**config.mk**
```make
export PLATFORM = sky130hd
export DESIGN_NAME = epm_ctrl
export DESIGN_NICKNAME = d
export VERILOG_FILES = /design/src/logic/epm_sync.v /design/src/logic/epm_ctrl.v
export VERILOG_INCLUDE_DIRS = /design/src /design/src/logic
export SDC_FILE = /design/constraint.sdc
export NUM_CORES = 1
export LEC_CHECK = 0
export BUFFER_PORTS_ARGS = -buffer_cell sky130_fd_sc_hd__buf_2
export CELL_PAD_IN_SITES_DETAIL_PLACEMENT = 0
export CELL_PAD_IN_SITES_GLOBAL_PLACEMENT = 1
export CORE_UTILIZATION = 25
export CTS_BUF_LIST = sky130_fd_sc_hd__clkbuf_16
export DETAILED_ROUTE_END_ITERATION = 10
export PLACE_DENSITY_LB_ADDON = 0.1
export SLEW_MARGIN = 20
export SYNTH_ARGS = -nofsm -noshare
export SYNTH_HDL_FRONTEND = slang
export SYNTH_SLANG_ARGS = --single-unit
```
**constraint.sdc**
```tcl
create_clock -name clock -period 2.1 [get_ports clock]
set_clock_uncertainty 0.05 [all_clocks]
set_input_delay 0.42 -clock clock [delete_from_list [all_inputs] [get_ports clock]]
set_output_delay 0.42 -clock clock [all_outputs]
set_load 0.02 [all_outputs]
```
**src/logic/epm_map.vh**
```
`ifndef EPM_MAP_VH
`define EPM_MAP_VH
// ****************************************************************
// command opcodes
// ****************************************************************
`define EPM_OP_STANDBY      8'he0
`define EPM_OP_SLEEP        8'he1
`define EPM_OP_POWER_DOWN   8'he2
`define EPM_OP_AUX_VWRITE   8'he5
`define EPM_OP_AUX_PWRITE   8'he6
`define EPM_OP_AUX_PREPARE  8'he7
`define EPM_OP_RESP_READ    8'hf9
`define EPM_OP_STATUS_READ  8'h05
`define EPM_OP_WRITE_LATCH  8'h06
// ****************************************************************
// status word fields
// ****************************************************************
`define EPM_ST_READY_N_BIT  0
`define EPM_ST_WEL_BIT      1
`define EPM_ST_SECT_LSB     8
// ****************************************************************
// reset values
// ****************************************************************
`define EPM_AUX_CFG_RST     32'h0000_0000
`define EPM_SECT_EN_RST     8'hff
// ****************************************************************
// timing, ns and derived cycles at 8 ns
// ****************************************************************
`define EPM_CLK_NS          8
`define EPM_CS_WAKE_ARM_NS  1000000
`define EPM_CS_WAKE_ARM_CYC ((`EPM_CS_WAKE_ARM_NS + `EPM_CLK_NS - 1) / `EPM_CLK_NS)
`define EPM_PD_WAKE_CYC     2000
`define EPM_SLEEP_WAKE_CYC  200
`define EPM_SHUTDOWN_CYC    200
`endif

```
**src/logic/epm_sync.v**
```verilog
`timescale 1ns/1ps
// ****************************************************************
// three-stage pin synchroniser; a change counts once stages 2 and 3 agree
// ****************************************************************
module epm_sync #(
  parameter RST_VAL = 1'b0
) (
  input  wire clock,
  input  wire sys_rst,
  input  wire pin_in,
  output reg  level_out,
  output wire rise_pulse,
  output wire fall_pulse
);
  reg  s1_reg;   // metastability catch, read by s2 only
  reg  s2_reg;
  reg  s3_reg;

  // shift chain plus settled level
  always @(posedge clock) begin
    if (sys_rst) begin
      s1_reg    <= RST_VAL;
      s2_reg    <= RST_VAL;
      s3_reg    <= RST_VAL;
      level_out <= RST_VAL;
    end else begin
      s1_reg <= pin_in;
      s2_reg <= s1_reg;
      s3_reg <= s2_reg;
      // agreement of 2 and 3 updates the settled level
      if (s2_reg == s3_reg) begin
        level_out <= s3_reg;
      end
    end
  end

  assign rise_pulse = (s2_reg == s3_reg) &&  s3_reg && !level_out;
  assign fall_pulse = (s2_reg == s3_reg) && !s3_reg &&  level_out;
endmodule // epm_sync

```
**src/logic/epm_ctrl.v**
```verilog
`timescale 1ns/1ps
`include "epm_map.vh"
module epm_ctrl #(
  parameter CS_ARM_CYC   = `EPM_CS_WAKE_ARM_CYC,
  parameter PD_WAKE_CYC  = `EPM_PD_WAKE_CYC,
  parameter SLP_WAKE_CYC = `EPM_SLEEP_WAKE_CYC,
  parameter SHDN_CYC     = `EPM_SHUTDOWN_CYC
) (
  input  wire        clock,
  input  wire        sys_rst,
  input  wire        spi_cs_n,
  input  wire        spi_sck,
  input  wire        spi_mosi,
  input  wire        wake_pin,
  input  wire        program_busy,
  input  wire [31:0] aux_cfg_stored,
  input  wire [7:0]  sector_enable,
  output reg         spi_miso,
  output reg         spi_miso_oe_n,
  output reg         supply_on,
  output reg         array_on,
  output reg  [7:0]  sector_power,
  output reg         aux_supply_on,
  output reg  [31:0] aux_cfg,
  output reg         aux_store_req,
  output reg  [31:0] aux_store_data,
  output reg         ready_n,
  output reg  [2:0]  mode
);
  // ****************************************************************
  // modes
  // ****************************************************************
  localparam M_PDOWN    = 3'h0;  // all supplies off until a chip-select wake begins
  localparam M_PD_WAKE  = 3'h1;  // ramping out of power-down
  localparam M_STANDBY  = 3'h2;  // array powered, ready
  localparam M_SLEEP    = 3'h3;  // array off, supplies kept
  localparam M_SL_WAKE  = 3'h4;  // switching sectors on
  localparam M_SHUTDOWN = 3'h5;  // shutdown sequence running
  localparam M_BOOT     = 3'h6;  // start-up; wake low goes to power-down, else waits for chip-select high
  // timer loads cut to the timer's width on purpose
  localparam [20:0] PD_WAKE_T  = PD_WAKE_CYC[20:0];
  localparam [20:0] SLP_WAKE_T = SLP_WAKE_CYC[20:0];
  localparam [20:0] SHDN_T     = SHDN_CYC[20:0];

  // ****************************************************************
  // pin synchronisers
  // ****************************************************************
  wire cs_lvl;
  wire cs_rise;
  wire cs_fall;
  wire sck_rise;
  wire sck_fall;
  wire wake_lvl;
  wire wake_rise;
  wire mosi_lvl;

  epm_sync #(.RST_VAL(1'b1)) u_cs (
    .clock(clock), .sys_rst(sys_rst), .pin_in(spi_cs_n),
    .level_out(cs_lvl), .rise_pulse(cs_rise), .fall_pulse(cs_fall));
  epm_sync #(.RST_VAL(1'b0)) u_sck (
    .clock(clock), .sys_rst(sys_rst), .pin_in(spi_sck),
    .level_out(), .rise_pulse(sck_rise), .fall_pulse(sck_fall));
  epm_sync #(.RST_VAL(1'b0)) u_wake (
    .clock(clock), .sys_rst(sys_rst), .pin_in(wake_pin),
    .level_out(wake_lvl), .rise_pulse(wake_rise), .fall_pulse());
  epm_sync #(.RST_VAL(1'b0)) u_mosi (
    .clock(clock), .sys_rst(sys_rst), .pin_in(spi_mosi),
    .level_out(mosi_lvl), .rise_pulse(), .fall_pulse());

  // ****************************************************************
  // state
  // ****************************************************************
  reg  [2:0]  mode_reg;          // current power mode
  reg  [20:0] tmr_reg;           // wake and shutdown timer
  reg  [20:0] arm_reg;           // boot arming counter
  reg         cs_armed_reg;      // chip-select wake allowed
  reg         wake_seen_reg;     // strap sample taken
  reg         cs_was_low_reg;    // chip-select went low in power-down
  reg  [7:0]  shift_reg;         // incoming bits
  reg  [2:0]  bit_cnt_reg;       // bit within byte
  reg  [2:0]  byte_cnt_reg;      // byte within frame
  reg  [7:0]  opcode_reg;        // first byte of frame
  reg  [31:0] cfg_buf_reg;       // data bytes collected
  reg         wel_reg;           // write latch
  reg  [31:0] resp_reg;          // prepared response word
  reg  [31:0] tx_reg;            // outgoing shift word

  wire        frame_act = !cs_lvl && (mode_reg == M_STANDBY || mode_reg == M_SLEEP);
  wire        byte_done = frame_act && sck_rise && (bit_cnt_reg == 3'd7);
  wire [7:0]  rx_byte   = {shift_reg[6:0], mosi_lvl};
  wire        in_sleep  = (mode_reg == M_SLEEP);
  wire [31:0] status_w  = {16'h0000, sector_power, 6'h00, wel_reg, ready_n};

  // ****************************************************************
  // power mode sequencer and command decoder
  // ****************************************************************
  always @(posedge clock) begin
    if (sys_rst) begin
      mode_reg       <= M_BOOT;
      tmr_reg        <= 21'h000000;
      arm_reg        <= 21'h000000;
      cs_armed_reg   <= 1'b0;
      wake_seen_reg  <= 1'b0;
      cs_was_low_reg <= 1'b0;
      shift_reg      <= 8'h00;
      bit_cnt_reg    <= 3'h0;
      byte_cnt_reg   <= 3'h0;
      opcode_reg     <= 8'h00;
      cfg_buf_reg    <= 32'h0000_0000;
      wel_reg        <= 1'b0;
      resp_reg       <= 32'h0000_0000;
      tx_reg         <= 32'h0000_0000;
      aux_cfg        <= `EPM_AUX_CFG_RST;
      aux_store_req  <= 1'b0;
      aux_store_data <= 32'h0000_0000;
    end else begin
      aux_store_req <= 1'b0;
      if (!cs_armed_reg) begin
        arm_reg <= arm_reg + 21'h000001;
        if (arm_reg >= CS_ARM_CYC - 1) begin
          cs_armed_reg <= 1'b1;
        end
      end
      if (tmr_reg != 21'h000000) begin
        tmr_reg <= tmr_reg - 21'h000001;
      end
      case (mode_reg)
        M_BOOT: begin
          aux_cfg <= aux_stored_safe(aux_cfg_stored);
          // strap sample, a few cycles after release once sync settles
          if (arm_reg == 21'h000004) begin
            wake_seen_reg <= 1'b1;
            // wake low at start keeps power-down
            if (!wake_lvl) begin
              mode_reg <= M_PDOWN;
            end else if (cs_lvl) begin
              mode_reg <= M_PD_WAKE;
              tmr_reg  <= PD_WAKE_T;
            end
          end else if (wake_seen_reg && cs_lvl) begin
            mode_reg <= M_PD_WAKE;
            tmr_reg  <= PD_WAKE_T;
          end
        end
        M_PDOWN: begin
          if (cs_fall && cs_armed_reg) begin
            cs_was_low_reg <= 1'b1;
          end
          // ready time counts from chip-select release
          if (cs_rise && cs_was_low_reg) begin
            cs_was_low_reg <= 1'b0;
            mode_reg       <= M_PD_WAKE;
            tmr_reg        <= PD_WAKE_T;
          end else if (wake_rise) begin
            // a half-done chip-select wake must not hold supplies up later
            cs_was_low_reg <= 1'b0;
            mode_reg       <= M_PD_WAKE;
            tmr_reg        <= PD_WAKE_T;
          end
        end
        M_PD_WAKE: begin
          if (tmr_reg == 21'h000000 && cs_lvl) begin
            mode_reg <= M_STANDBY;
          end
        end
        M_SL_WAKE: begin
          // sectors on after sleep wake time
          if (tmr_reg == 21'h000000) begin
            mode_reg <= M_STANDBY;
          end
        end
        M_SHUTDOWN: begin
          if (tmr_reg == 21'h000000) begin
            mode_reg <= M_PDOWN;
          end
        end
        default: begin
          // standby or sleep: serial frame handling
          if (cs_fall) begin
            bit_cnt_reg  <= 3'h0;
            byte_cnt_reg <= 3'h0;
          end
          if (frame_act && sck_rise) begin
            shift_reg   <= rx_byte;
            bit_cnt_reg <= bit_cnt_reg + 3'h1;
          end
          // the fall right after the opcode keeps the first bit up for the next rise
          if (frame_act && sck_fall && !(byte_cnt_reg == 3'h1 && bit_cnt_reg == 3'h0)) begin
            tx_reg <= {tx_reg[30:0], 1'b0};
          end
          if (byte_done) begin
            if (byte_cnt_reg != 3'h7) begin
              byte_cnt_reg <= byte_cnt_reg + 3'h1;
            end
            if (byte_cnt_reg == 3'h0) begin
              opcode_reg <= rx_byte;
              if (rx_byte == `EPM_OP_STATUS_READ) begin
                tx_reg <= status_w;
              end else if (rx_byte == `EPM_OP_RESP_READ && !in_sleep) begin
                tx_reg <= resp_reg;
              end
            end else if (byte_cnt_reg <= 3'h4) begin
              cfg_buf_reg <= {cfg_buf_reg[23:0], rx_byte};
            end
          end
          // commands act at chip-select release
          if (cs_rise) begin
            // counters cleared so a frame begun elsewhere cannot replay this command
            bit_cnt_reg  <= 3'h0;
            byte_cnt_reg <= 3'h0;
            if (byte_cnt_reg == 3'h1) begin
              if (!in_sleep || opcode_reg == `EPM_OP_STANDBY || opcode_reg == `EPM_OP_POWER_DOWN) begin
                case (opcode_reg)
                  `EPM_OP_POWER_DOWN: begin
                    if (!program_busy) begin
                      mode_reg <= M_SHUTDOWN;
                      tmr_reg  <= SHDN_T;
                    end
                  end
                  `EPM_OP_SLEEP: begin
                    if (!program_busy) begin
                      mode_reg <= M_SLEEP;
                    end
                  end
                  `EPM_OP_STANDBY: begin
                    if (in_sleep) begin
                      mode_reg <= M_SL_WAKE;
                      tmr_reg  <= SLP_WAKE_T;
                    end
                  end
                  `EPM_OP_WRITE_LATCH: begin
                    wel_reg <= 1'b1;
                  end
                  `EPM_OP_AUX_PREPARE: begin
                    resp_reg <= aux_cfg;
                  end
                  default: begin
                  end
                endcase
              end
            end else if (byte_cnt_reg == 3'h5 && !in_sleep) begin
              if (opcode_reg == `EPM_OP_AUX_VWRITE) begin
                aux_cfg <= cfg_buf_reg;
              end else if (opcode_reg == `EPM_OP_AUX_PWRITE && wel_reg) begin
                aux_cfg        <= cfg_buf_reg;
                aux_store_req  <= 1'b1;
                aux_store_data <= cfg_buf_reg;
                wel_reg        <= 1'b0;
              end
            end
          end
        end
      endcase
    end
  end

  // stored image passes straight through; kept as a hook for screening
  function [31:0] aux_stored_safe;
    input [31:0] v;
    begin
      aux_stored_safe = v;
    end
  endfunction

  // ****************************************************************
  // registered outputs
  // ****************************************************************
  always @(posedge clock) begin
    if (sys_rst) begin
      supply_on     <= 1'b0;
      array_on      <= 1'b0;
      sector_power  <= 8'h00;
      aux_supply_on <= 1'b0;
      ready_n       <= 1'b1;
      mode          <= M_BOOT;
      spi_miso      <= 1'b0;
      spi_miso_oe_n <= 1'b1;
    end else begin
      mode <= mode_reg;
      // supplies rise once chip-select wake begins
      supply_on <= (mode_reg != M_PDOWN && mode_reg != M_BOOT) || cs_was_low_reg;
      // array off in sleep, supplies kept
      array_on <= (mode_reg == M_STANDBY);
      sector_power <= (mode_reg == M_STANDBY) ? sector_enable : 8'h00;
      aux_supply_on <= (mode_reg == M_STANDBY) && aux_cfg[16];
      ready_n <= !((mode_reg == M_STANDBY || mode_reg == M_SLEEP) && !program_busy);
      spi_miso      <= tx_reg[31];
      spi_miso_oe_n <= !(frame_act && byte_cnt_reg != 3'h0);
    end
  end
endmodule // epm_ctrl

```
After elaboration in Yosys (flattened, before gate mapping)
Index checks and enable logic that the tools add are counted.
- $add $sub $neg: 4
- $lt $le $gt $ge: 2
- eq/ne operators: 38
- mux-type cells: 61
- bitwise logic cells: 8
- reduce and logical (&&, ||, !) cells: 75
- operators with widths (cell ; number):
    $mux 32 ; 10
    $mux 21 ; 12
    $mux 3 ; 22
    $pmux 32 s2 ; 1
    $pmux 21 s3 ; 1
    $eq 8x8->1 const B ; 7
    $pmux 21 s2 ; 1
    $logic_and 1x1->1 ; 27
    $add 21x1->21 const B ; 1
    $eq 21x3->1 const B ; 1
    $ge 21x17->1 const B ; 1
    $logic_not 21->1 ; 1
    $reduce_bool 21->1 ; 1
    $sub 21x1->21 const B ; 1
    $reduce_bool 6->1 ; 3
    $eq 8x3->1 const B ; 2
    $eq 3x3->1 const B ; 5
    $pmux 3 s5 ; 1
    $reduce_bool 3->1 ; 5
    $ne 7x2->1 const B ; 2
    $reduce_and 13->1 ; 1
    $mux 1 ; 12
    $logic_not 1->1 ; 10
    $reduce_and 5->1 ; 2
    other kinds (27) ; 58
- bits in registers: 264
- bits of input ports: 47
- output and inout bits: 82
- word-level logic and storage cells: 229

Depth between registers and ports, before layout
Gate-level depths: netlist of the first run.
- word-level depth: 10
- mapped depth: 10
- mapped depth without buffers: 8

Cells and area by module
From an unflattened synthesis of the first run, not the netlist that was laid out.
- cells, all modules: 1317
- area total of the unflattened synthesis: 11045.6 um2
- by module, submodules not included (module ; instances ; cells each ; area an instance (um2) ; seq. area each (um2)):
    epm_ctrl ; 1 ; 1256 ; 10418.7 ; 4964.8
    epm_sync (u_mosi ...) ; 3 ; 15 ; 155.1 ; 80.1
    epm_sync (u_cs) ; 1 ; 16 ; 161.4 ; 80.1

Worst setup path before layout of the first run
OpenSTA, ideal clock, no wires.
- kind: reg-to-reg
- start point: reg tmr_reg[8]
- end point: reg mode_reg[2]
- setup time: 0.120 ns
- data arrival time: 1.952 ns
- data required time: 1.930 ns
- setup slack: -0.022 ns
- stages on the path, launching flop included: 8
- period minus slack after synthesis: 2.122 ns
- cell sequence: dfxtp_1 > or4_4 > nand4b_4 > or2_1 > buf_6 > a2bb2oi_4 > nand2_1 > a211o_1
- cells in the longest elaborated chain, start to end: 4
- RTL lines (what ; RTL line ; text):
    start, declared ; epm_ctrl.v:74 ; reg [20:0] tmr_reg;
    start signal, assigned ; epm_ctrl.v:125 ; tmr_reg <= tmr_reg - 21'h000001;
    $logic_not 21->1 (*) ; epm_ctrl.v:162, epm_ctrl.v:168, epm_ctrl.v:173 ;
    $logic_and 1x1->1 ; epm_ctrl.v:162 ; if (tmr_reg == 21'h000000 && cs_lvl) begin
    $ne 2x2->1 (no line) ; n/a ;
    $reduce_and 13->1 (no line) (*) ; n/a ;
    end signal, assigned ; epm_ctrl.v:163 ; mode_reg <= M_STANDBY;
    end signal, assigned ; epm_ctrl.v:169 ; mode_reg <= M_STANDBY;
    end signal, assigned ; epm_ctrl.v:174 ; mode_reg <= M_PDOWN;
    end, declared ; epm_ctrl.v:73 ; reg [2:0] mode_reg;
Mark *: on every way between the ends. The rest lies on a longest branch, timed or not.
A chain may end at the register's enable or synchronous reset.

Worst setup path in the final report of the first run
Ends and elaborated chain as after synthesis.

==> run metrics, run 1 <==
status=complete, no violations; Post-Route WL=37050 µm; Port Buffers=128; Starting Density=25.57%; met2 Usage GRT=22.98%; Internal=10.82 mW; initial antenna violation count=4; crit path max fanout=5; grt met1 use=23.44%; clk sink count=264; ys async rst share=0%; Slew @ Worst Pin=1.077 ns; Gate power share=29.6%; WHS=0.03547 ns; Routed WL per cell=18.14 µm; Worst Path Arrival=2.43 ns; Worst R2R Path Depth=6; setup_tns=0 ns; f_max=486.6 MHz; mux contribution to synthesized area=4.288%; Slowest cell on crit path=or4_4; grt total ovfl=0; Fin. Hold Viols=0; setup slack at placement=-0.09221 ns; Post-synth top flop=dfxtp_1; Syn Nets=1325; most frequent cells in the layout=251 x dfxtp_1, 238 x nand2_1, 151 x nor2_1; Rows=75; setup ws final=0.04502 ns; layout cell share with drive strength beyond 1=27.23%; area grow syn2layout=35.65%; busiest grt layer=met1; core area=42230 µm²; Worst slew margin=28.18%; Chip Width=209.8 µm; CTS root buf=clkbuf_16; Lkg Pwr=6.042 nW; post-synthesis sequential area ratio=48.95%; Worst-Skew Late Latency=0.54 ns; vias per cell=4.725; main combinational cell family by area after synthesis=simple AND/OR/NAND/NOR gates; R2R Path End=mode_reg[2]; Post-Synth XOR/XNOR Area=2.596%; CTS clk-pin slew, worst paths=0.06 ns; maximum clock path buffer count=3; Post-synth EDFFs=0; via count=9654; warnings from Yosys=0; NetSw=5.549 mW; fin nets=1541; Remaining DRCs=0; post-synthesis adder-cell area fraction=1.854%; Yosys reg bits=264; Avg Cell Area, Syn=8.555 µm²; Switching Fraction=33.89%; Final Cycle Share=97.86%; largest net degree at the start of global routing=90; Ports=129; CTS tree=done; first drt pass iteration count=5; die area=44020 µm²; Final HPWL DP=24270 µm; CP required=2.48 ns; Tmin final=2.055 ns; H-tree depth=2; Critical Path Start=tmr_reg[8]; biggest cell delay along the critical path=0.57 ns; number of buffers created by CTS=35; gp weighted congestion=0.7971; fin. max-slew vios=0; Cell Area, Synth=10800 µm²; GR Util met3=3.382%; Worst Setup End Kind=flop; RSZ-0062 raised after global routing=yes; vias in the first global route=9164; CP Cell Sequence=or4_4 -> nand4b_4 -> or2_4 -> a2bb2oi_4 -> nand2_1 -> a211o_1; Setup CP Type=flop to flop; R2R Setup Slk=0.05 ns; # setup viols final=0; Synth Area in Simple Gates=25.21%; clock power share=33.9%; Cell Pwr Density=1118 nW/µm²; synth unique cells=68; sequential power share=36.5%; commonest non-fill, non-tap cell in the layout=dfxtp_1; reg2reg start=tmr_reg[8]; Synth Area in Compound Gates=13.57%; iteration-0 DRC count of the detailed router=511; Worst setup endpoint=mode_reg[2]; post-route ant nets=0; Max Cap Viol=0; maximum vdd ir drop=455.7 µV; Synth Instances=1262; global-route wire length before repair=54720 µm; HP Class=input pin to flop; Total GRT Usage=16.00%; Startpoint Class=flop; Die Y=209.8 µm
-- synthesized netlist by cell type (9+ instances only) --
cell | instances | area share, %
nor4_1 | 9 | 0.52
xnor2_1 | 18 | 1.5
buf_2 | 14 | 0.65
ha_1 | 16 | 1.9
nand3_1 | 16 | 0.74
nor2b_1 | 21 | 1.2
a31oi_1 | 10 | 0.58
a21oi_1 | 91 | 4.2
o22ai_1 | 22 | 1.3
mux2i_1 | 44 | 4.1
nand4_1 | 11 | 0.64
dfxtp_1 | 264 | 49
nand2_1 | 244 | 8.5
xor2_1 | 14 | 1.1
clkbuf_1 | 56 | 1.9
inv_1 | 16 | 0.56
o21ai_0 | 20 | 0.93
nor2_1 | 161 | 5.6
nor3_1 | 34 | 1.6
or3_1 | 11 | 0.64
and2_1 | 16 | 0.93
a311oi_1 | 36 | 2.9
-- stage by stage --
stage / power (mW) / cell area, µm² / util (%) / std cells
2_1_floorplan: 8.555 / 10800 / - / 1262
3_3_place_gp: 10.11 / 12710 / 30.09 / 1952
3_5_place_dp: 10.10 / 12710 / 30.09 / 1952
4_1_cts: 16.01 / 13840 / 32.78 / 2016
5_1_grt: 17.28 / 14640 / 34.68 / 2042
6_report: 16.37 / 14650 / 34.68 / 2043
-- per-layer routing --
metal	routed length [µm]	up-vias	share of wire [%]
met5	29	-	0.078
met4	734	4	2.0
met3	1697	48	4.6
met2	15910	196	43
met1	18680	4598	50
li1	-	4808	-
-- logic make-up after synthesis --
family | count (synthesis)
AO/OA/AOI/OAI | 222
buffers and inverters | 95
AND/OR/NAND/NOR | 587
multiplexers | 46
adder cells (fa/ha/maj) | 16
XOR/XNOR | 32
flip-flops | 264
-- critical path: cells and delay by family (launching register included) --
family	cells	cell delay, ns
AOI/OAI and AO/OA	2	0.43
DFF	1	0.32
and+or+nand+nor	4	1.14
-- worst min-delay path by stage --
| stage | start | to | slack, ns | cells past startpoint |
|---|---|---|---|---|
| global placement | u_wake.s1_reg | u_wake.s2_reg | 0.37 | 1 |
| detailed placement | u_wake.s1_reg | u_wake.s2_reg | 0.38 | 1 |
| finish | sector_enable[5] | sector_power[5] | 0.04 | 2 |
| floorplan | u_cs.s1_reg | u_cs.s2_reg | 0.34 | 1 |
| CTS | sector_enable[7] | sector_power[7] | 0.004 | 2 |
| global route | sector_enable[0] | sector_power[0] | 0.02 | 2 |
-- power by group through the flow --
stage	Combinational (mW)	Clock (mW)	Sequential, mW
4_1_cts	4.28	5.78	5.95
3_5_place_dp	4.04	0	6.06
2_1_floorplan	2.36	0	6.20
5_1_grt	5.28	5.96	6.04
3_3_place_gp	4.05	0	6.07
6_report	4.85	5.55	5.97
-- timing repair --
item,4_1_cts,5_1_grt
hold endpoints to repair,1,0
hold buffers,1,0
gates resized for setup,8,119
setup endpoints to repair,55,159
cloned,1,10
pin swaps,2,40
setup buffers,1,16
-- final cells by class --
cell class / instances / area (µm²)
fillers: 4464 / 27580
multi-input cells: 903 / 5568
flip-flops and latches: 264 / 5304
repair buffers: 258 / 1988
clock buffers: 36 / 900.9
well taps: 539 / 674.4
clock inverters: 25 / 145.1
inverters: 16 / 60.06
diodes: 2 / 5.005
No activity file was read; power rests on OpenSTA's default activity.
==> inputs of run 2 (changes only) <==
--- a/config.mk
+++ b/config.mk
@@ -6,11 +6,11 @@
 export SDC_FILE = /design/constraint.sdc
 export NUM_CORES = 1
 export LEC_CHECK = 0
+export ABC_AREA = 1
 export BUFFER_PORTS_ARGS = -buffer_cell sky130_fd_sc_hd__buf_2
 export CELL_PAD_IN_SITES_DETAIL_PLACEMENT = 0
 export CELL_PAD_IN_SITES_GLOBAL_PLACEMENT = 1
 export CORE_UTILIZATION = 25
-export CTS_BUF_LIST = sky130_fd_sc_hd__clkbuf_16
 export DETAILED_ROUTE_END_ITERATION = 10
 export PLACE_DENSITY_LB_ADDON = 0.1
 export SLEW_MARGIN = 20
==> run metrics, run 2 <==
status=complete, no violations; reg2reg start=byte_cnt_reg[0]; crit path max fanout=41 (+36); Synth Area in Compound Gates=18.39% (+4.8 points); R2R Setup Slk=0.17 ns (+0.13 ns); gp weighted congestion=0.7657 (-3.9%); setup_tns=0 ns (unchanged); Worst Setup End Kind=flop; post-synthesis adder-cell area fraction=1.696% (-0.16 points); iteration-0 DRC count of the detailed router=468 (-8.4%); biggest cell delay along the critical path=0.35 ns (-0.22 ns); vias in the first global route=10780 (+18%); Worst slew margin=59.57% (+31 points); top-area cell type share of the netlist area=44.78% (-4.2 points); Chip Width=219.3 µm (+4.5%); Avg Cell Area, Syn=7.280 µm² (-15%); Tmin final=1.925 ns (-0.1296 ns); ant diodes=0 (-2); post-route ant nets=0 (unchanged); initial antenna violation count=1 (-3); Startpoint Class=flop; ranking of synthesized cells by area=dfxtp_1 45%, nand2_1 8.7%, nor2_1 6.9%; Setup CP Type=flop to flop; ys async rst share=0% (unchanged); Total GRT Usage=16.55% (+0.54 points); WHS Endpoint=u_mosi.s1_reg; Rows=79 (+5.3%); Cell Pwr Density=1168 nW/µm² (+4.5%); via count=10850 (+12%); clk sink count=264 (unchanged); area grow syn2layout=23.85%; main combinational cell family by area after synthesis=simple AND/OR/NAND/NOR gates; R2R Path End=cfg_buf_reg[22]; Worst R2R Path Depth=11 (+5); Cell Area, Synth=11800 µm² (+9.3%); mux contribution to synthesized area=1.272% (-3.0 points); vias per cell=4.524 (-4.3%); most used cell, CP=inv_1; CTS root buf=clkbuf_16; WHS Path Cells=3 (+1); HP Class=input pin to flop; Synth Area in Simple Gates=23.81% (-1.4 points); maximum vdd ir drop=760.4 µV (+67%); Ports=129 (unchanged); die area=48080 µm² (+9.2%); global-route wire length before repair=61420 µm (+12%); Final HPWL DP=27820 µm (+15%); Slowest cell on crit path=dfxtp_1; fin. max-slew vios=0 (unchanged); Post-synth EDFFs=0 (unchanged); Yosys top cell by area=dfxtp_1; Post-synth top flop=dfxtp_1; Critical Path Start=byte_cnt_reg[0]; Port Buffers=128 (unchanged); Post-CTS Setup Bufs=0 (-1); CP required=2.47 ns (about the same); CTS clk-pin slew, worst paths=0.06 ns (about the same); Post-Synth XOR/XNOR Area=1.336% (-1.3 points); Synth top cells by count=275 x nand2_1, 264 x dfxtp_1, 218 x nor2_1, 161 x o21ai_0, 156 x inv_1; count leader, synth=nand2_1; synth unique cells=43 (-37%); total power=17.07 mW (+4.3%); min-delay src=spi_mosi; WHS=0.04553 ns (+0.01006 ns); CP Cell Sequence=inv_1 -> ha_1 -> inv_1 -> nor2_1 -> inv_1 -> nand2_1 -> a21oi_1 -> nand2_2 -> buf_12 -> o21ai_0 -> a21oi_1; Fill cells=5073 (+14%); first drt pass iteration count=5 (unchanged); number of buffers created by CTS=34 (-2.9%); Routed WL per cell=16.42 µm (-9.5%); Post-Route WL=39390 µm (+6.3%); f_max=519.4 MHz (+6.7%); grt total ovfl=0 (unchanged); core area=46560 µm² (+10%); Yosys reg bits=264 (unchanged); Fin. Hold Viols=0 (unchanged); RSZ-0062 raised after global routing=yes; post-synthesis sequential area ratio=44.78% (-4.2 points); Die Y=219.3 µm (+4.5%); placed inst area=13460 µm² (+6.0%); commonest non-fill, non-tap cell in the layout=nand2_1; warnings from Yosys=0 (unchanged); Starting Density=25.35% (-0.22 points); CTS tree=done; layout cell share with drive strength beyond 1=16.91% (-10 points); Worst Path Arrival=2.30 ns (-0.13 ns); # setup viols final=0 (unchanged); Max Cap Viol=0 (unchanged); Syn Nets=1684 (+27%); maximum clock path buffer count=3 (unchanged); Worst-Skew Late Latency=0.54 ns (about the same); Synth Instances=1621 (+28%); largest net degree at the start of global routing=75 (-17%); Final Cycle Share=91.68% (-6.2 points); Lkg Pwr=6.269 nW (+3.8%); Remaining DRCs=0 (unchanged); fin nets=1833 (+19%); post-layout util=31.40% (-3.3 points); Multi-input gate area=5544 µm² (-0.43%); most frequent cells in the layout=272 x nand2_1, 264 x dfxtp_1, 214 x nor2_1; Slew @ Worst Pin=0.6051 ns (-0.4722 ns); register area=5285 µm² (-0.35%); H-tree depth=2 (unchanged); final instance area=14620 µm² (-0.20%)
run 2: cell types whose count changed after synthesis, moves of 21 or more:
cell	before	now
mux2i_1	44	15
a311oi_1	36	0
o22ai_1	22	0
nand3_1	16	72
nor2b_1	21	0
nand2_1	244	275
a21oi_1	91	154
o21ai_0	20	161
nor2_1	161	218
inv_1	16	156
a211oi_1	1	23
run 2: kinds of logic after synthesis:
| kind of cell | count (synthesis) |
|---|---|
| and+or+nand+nor | 658 |
| AOI/OAI and AO/OA | 395 |
| DFF | 264 |
| buffers and inverters | 255 |
| xor gates and xnor gates | 18 |
| adders and majority gates | 16 |
| muxes | 15 |
run 2: worst max path at each step:
stage                 endpoint  slack (ns)  cells after the start
4_1_cts              tx_reg[0]        0.02                     11
3_5_place_dp        tx_reg[25]       -0.12                      9
5_1_grt            arm_reg[17]     -0.0007                     11
6_report       cfg_buf_reg[22]        0.17                     11
3_3_place_gp        tx_reg[16]       -0.15                     10
2_1_floorplan       tx_reg[11]        0.38                     13
run 2: area by class of cell:
type	instances	share of cell area [%]
Timing Repair Buffer	197	9.279
Multi-Input combinational cell	1102	37.93
Clock buffer	49	6.549
Tap cell	607	5.196
Inverter	171	4.451
Clock inverter	9	0.4366
Sequential cell	264	36.16
run 2: per-stage QoR:
step                      std cells  setup slack (ns)
after global placement         2338           -0.1500
after global routing           2399        -0.0007470
after floorplan                1621            0.3799
final                          2399            0.1747
after CTS                      2397           0.02120
after detailed placement       2338           -0.1179
run 2: power by group:
part	internal [mW]	switching (mW)	total [mW]
Combinational	1.86	3.68	5.54
Clock	3.17	2.31	5.48
Sequential	5.55	0.499	6.05
run 2: per-layer routing:
metal  track usage, %  vias up  wire length, µm
met4            4.167        2              571
met5                0        -               17
met1            19.97     4987            17680
met2            29.12      161            19080
li1                 -     5665                -
met3            4.033       37             2037
run 2: timing repair:
item | in CTS | in global routing
pin swaps | 0 | 1
setup endpoints to repair | 22 | 87
resized for setup | 1 | 17
hold buffers | 1 | 0
gates cloned | 0 | 2
endpoints found under the hold margin | 1 | 0
run 2: worst max-delay path: cells and delay by family (launching register included):
kind	cells	cell delay (ns)
compound gates	3	0.53
buf+inv	4	0.42
simple gates	3	0.26
flops	1	0.35
fa+ha+maj	1	0.19
==> inputs of run 3 (changes only) <==
--- a/config.mk
+++ b/config.mk
@@ -6,7 +6,6 @@
 export SDC_FILE = /design/constraint.sdc
 export NUM_CORES = 1
 export LEC_CHECK = 0
-export ABC_AREA = 1
 export BUFFER_PORTS_ARGS = -buffer_cell sky130_fd_sc_hd__buf_2
 export CELL_PAD_IN_SITES_DETAIL_PLACEMENT = 0
 export CELL_PAD_IN_SITES_GLOBAL_PLACEMENT = 1
==> run metrics, run 3 (synthesized netlist as in run 1, its figures left out) <==
status=complete, no violations; # setup viols final=0 (unchanged); R2R Setup Slk=0.04 ns (-0.13 ns); H-tree depth=2 (unchanged); gp weighted congestion=0.7971 (+4.1%); Final HPWL DP=24270 µm (-13%); Worst slew margin=30.02% (-30 points); Remaining DRCs=0 (unchanged); CTS clk-pin slew, worst paths=0.06 ns (about the same); clk sink count=264 (unchanged); Startpoint Class=flop; total power=16.39 mW (-4.0%); Max Cap Viol=0 (unchanged); commonest non-fill, non-tap cell in the layout=dfxtp_1; Port Buffers=128 (unchanged); WHS Path Cells=2 (-1); maximum clock path buffer count=3 (unchanged); Fill cells=4451 (-12%); crit path max fanout=3 (-93%); WHS=0.03461 ns (-0.01091 ns); R2R Path End=tmr_reg[18]; largest net degree at the start of global routing=90 (+20%); Worst Path Arrival=2.44 ns (+0.14 ns); iteration-0 DRC count of the detailed router=484 (+3.4%); CTS root buf=clkbuf_16; area grow syn2layout=35.54%; maximum vdd ir drop=448.1 µV (-41%); post-route ant nets=0 (unchanged); placed inst area=12710 µm² (-5.6%); fin nets=1540 (-16%); HP Class=input pin to flop; min-delay src=sector_enable[5]; layout cell share with drive strength beyond 1=27.45% (+11 points); RSZ-0062 raised after global routing=yes; reg2reg start=tmr_reg[11]; via count=9610 (-11%); first drt pass iteration count=4 (-1); Final Cycle Share=98.01% (+6.3 points); Die Y=209.8 µm (-4.3%); Cell Pwr Density=1120 nW/µm² (-4.1%); Rows=75 (-5.1%); Setup CP Type=flop to flop; CTS tree=done; WHS Endpoint=sector_power[5]; Total GRT Usage=16.00% (-0.55 points); vias in the first global route=9171 (-15%); number of buffers created by CTS=35 (+2.9%); Post-Route WL=37080 µm (-5.9%); CP required=2.48 ns (about the same); Lkg Pwr=6.036 nW (-3.7%); Chip Width=209.8 µm (-4.3%); most frequent cells in the layout=252 x dfxtp_1, 235 x nand2_1, 156 x nor2_1; Worst R2R Path Depth=7 (-4); Worst-Skew Late Latency=0.55 ns (about the same); vias per cell=4.706 (+4.0%); Worst Setup End Kind=flop; grt total ovfl=0 (unchanged); grt met1 use=23.44% (+3.5 points); final std cells w/o fill=2042 (-15%); Ports=129 (unchanged); f_max=485.9 MHz (-6.5%); Routed WL per cell=18.16 µm (+11%); fin. max-slew vios=0 (unchanged); core area=42230 µm² (-9.3%); final instance area=14630 µm² (+0.12%); Inst Count DP=1952 (-17%); Starting Density=25.57% (+0.22 points); GR Util met3=3.382% (-0.65 points); global-route wire length before repair=54680 µm (-11%); die area=44020 µm² (-8.4%); Slew @ Worst Pin=1.050 ns (+0.4446 ns); busiest grt layer=met1; initial antenna violation count=4 (+3); met2 Usage GRT=22.99% (-6.1 points); Fin. Hold Viols=0 (unchanged); Tmin final=2.058 ns (+0.1328 ns)
-- run 3: final cells by class --
type                       count  area (µm²)  area share [%]
multi-input combinational    903        5508           37.64
sequential                   264        5303           36.23
timing repair buffer         257        1968           13.45
clock buffer                  52        1031           7.045
tap                          539       674.4           4.608
clock inverter                 9       85.08          0.5814
inverter                      16       60.06          0.4104
antenna                        2       5.005         0.03420
-- run 3: worst max-delay path by stage --
stage | from | cells after the start | endpoint | slack [ns]
final | tmr_reg[11] | 7 | tmr_reg[18] | 0.04
after global routing | tmr_reg[11] | 7 | tmr_reg[18] | -0.08
after CTS | byte_cnt_reg[0] | 11 | tmr_reg[1] | -0.03
after detailed placement | byte_cnt_reg[0] | 8 | tx_reg[22] | -0.09
after global placement | byte_cnt_reg[0] | 9 | mode_reg[2] | -0.11
after floorplan | tmr_reg[11] | 7 | mode_reg[2] | 0.003
-- run 3: through the flow --
stage          utilization (%)  setup TNS, ns  setup WS (ns)
2_1_floorplan                -              0       0.002816
3_3_place_gp             30.09        -0.4941        -0.1096
3_5_place_dp             30.09         -2.512       -0.09221
4_1_cts                  32.95        -0.2298       -0.02809
5_1_grt                  34.65        -0.3707       -0.08069
6_report                 34.65              0        0.04181
-- run 3: layer usage --
metal  up-vias  wire length, µm
li1       4797                -
met1      4590            18650
met2       173            16020
met3        46             1657
met4         4              720
met5         -               31
-- run 3: timing repair --
action	4_1_cts	5_1_grt
buffers inserted	1	15
gates cloned	1	10
pin swaps	2	38
gates resized for setup	8	107
hold buffers	1	0
endpoints found under the setup margin	55	159
hold endpoints to repair	1	0
-- run 3: report_power, final --
group,switching [mW],internal [mW]
logic,2.59,1.98
registers,0.477,5.49
clock network,2.34,3.52
-- run 3: critical path: stages (launching register included) --
cell      delay (ns)
dfxtp_1         0.31
or4_4           0.55
nor3_2          0.20
o211ai_1        0.12
buf_4           0.16
or3_1           0.36
xor2_1          0.14
nor2_1          0.05
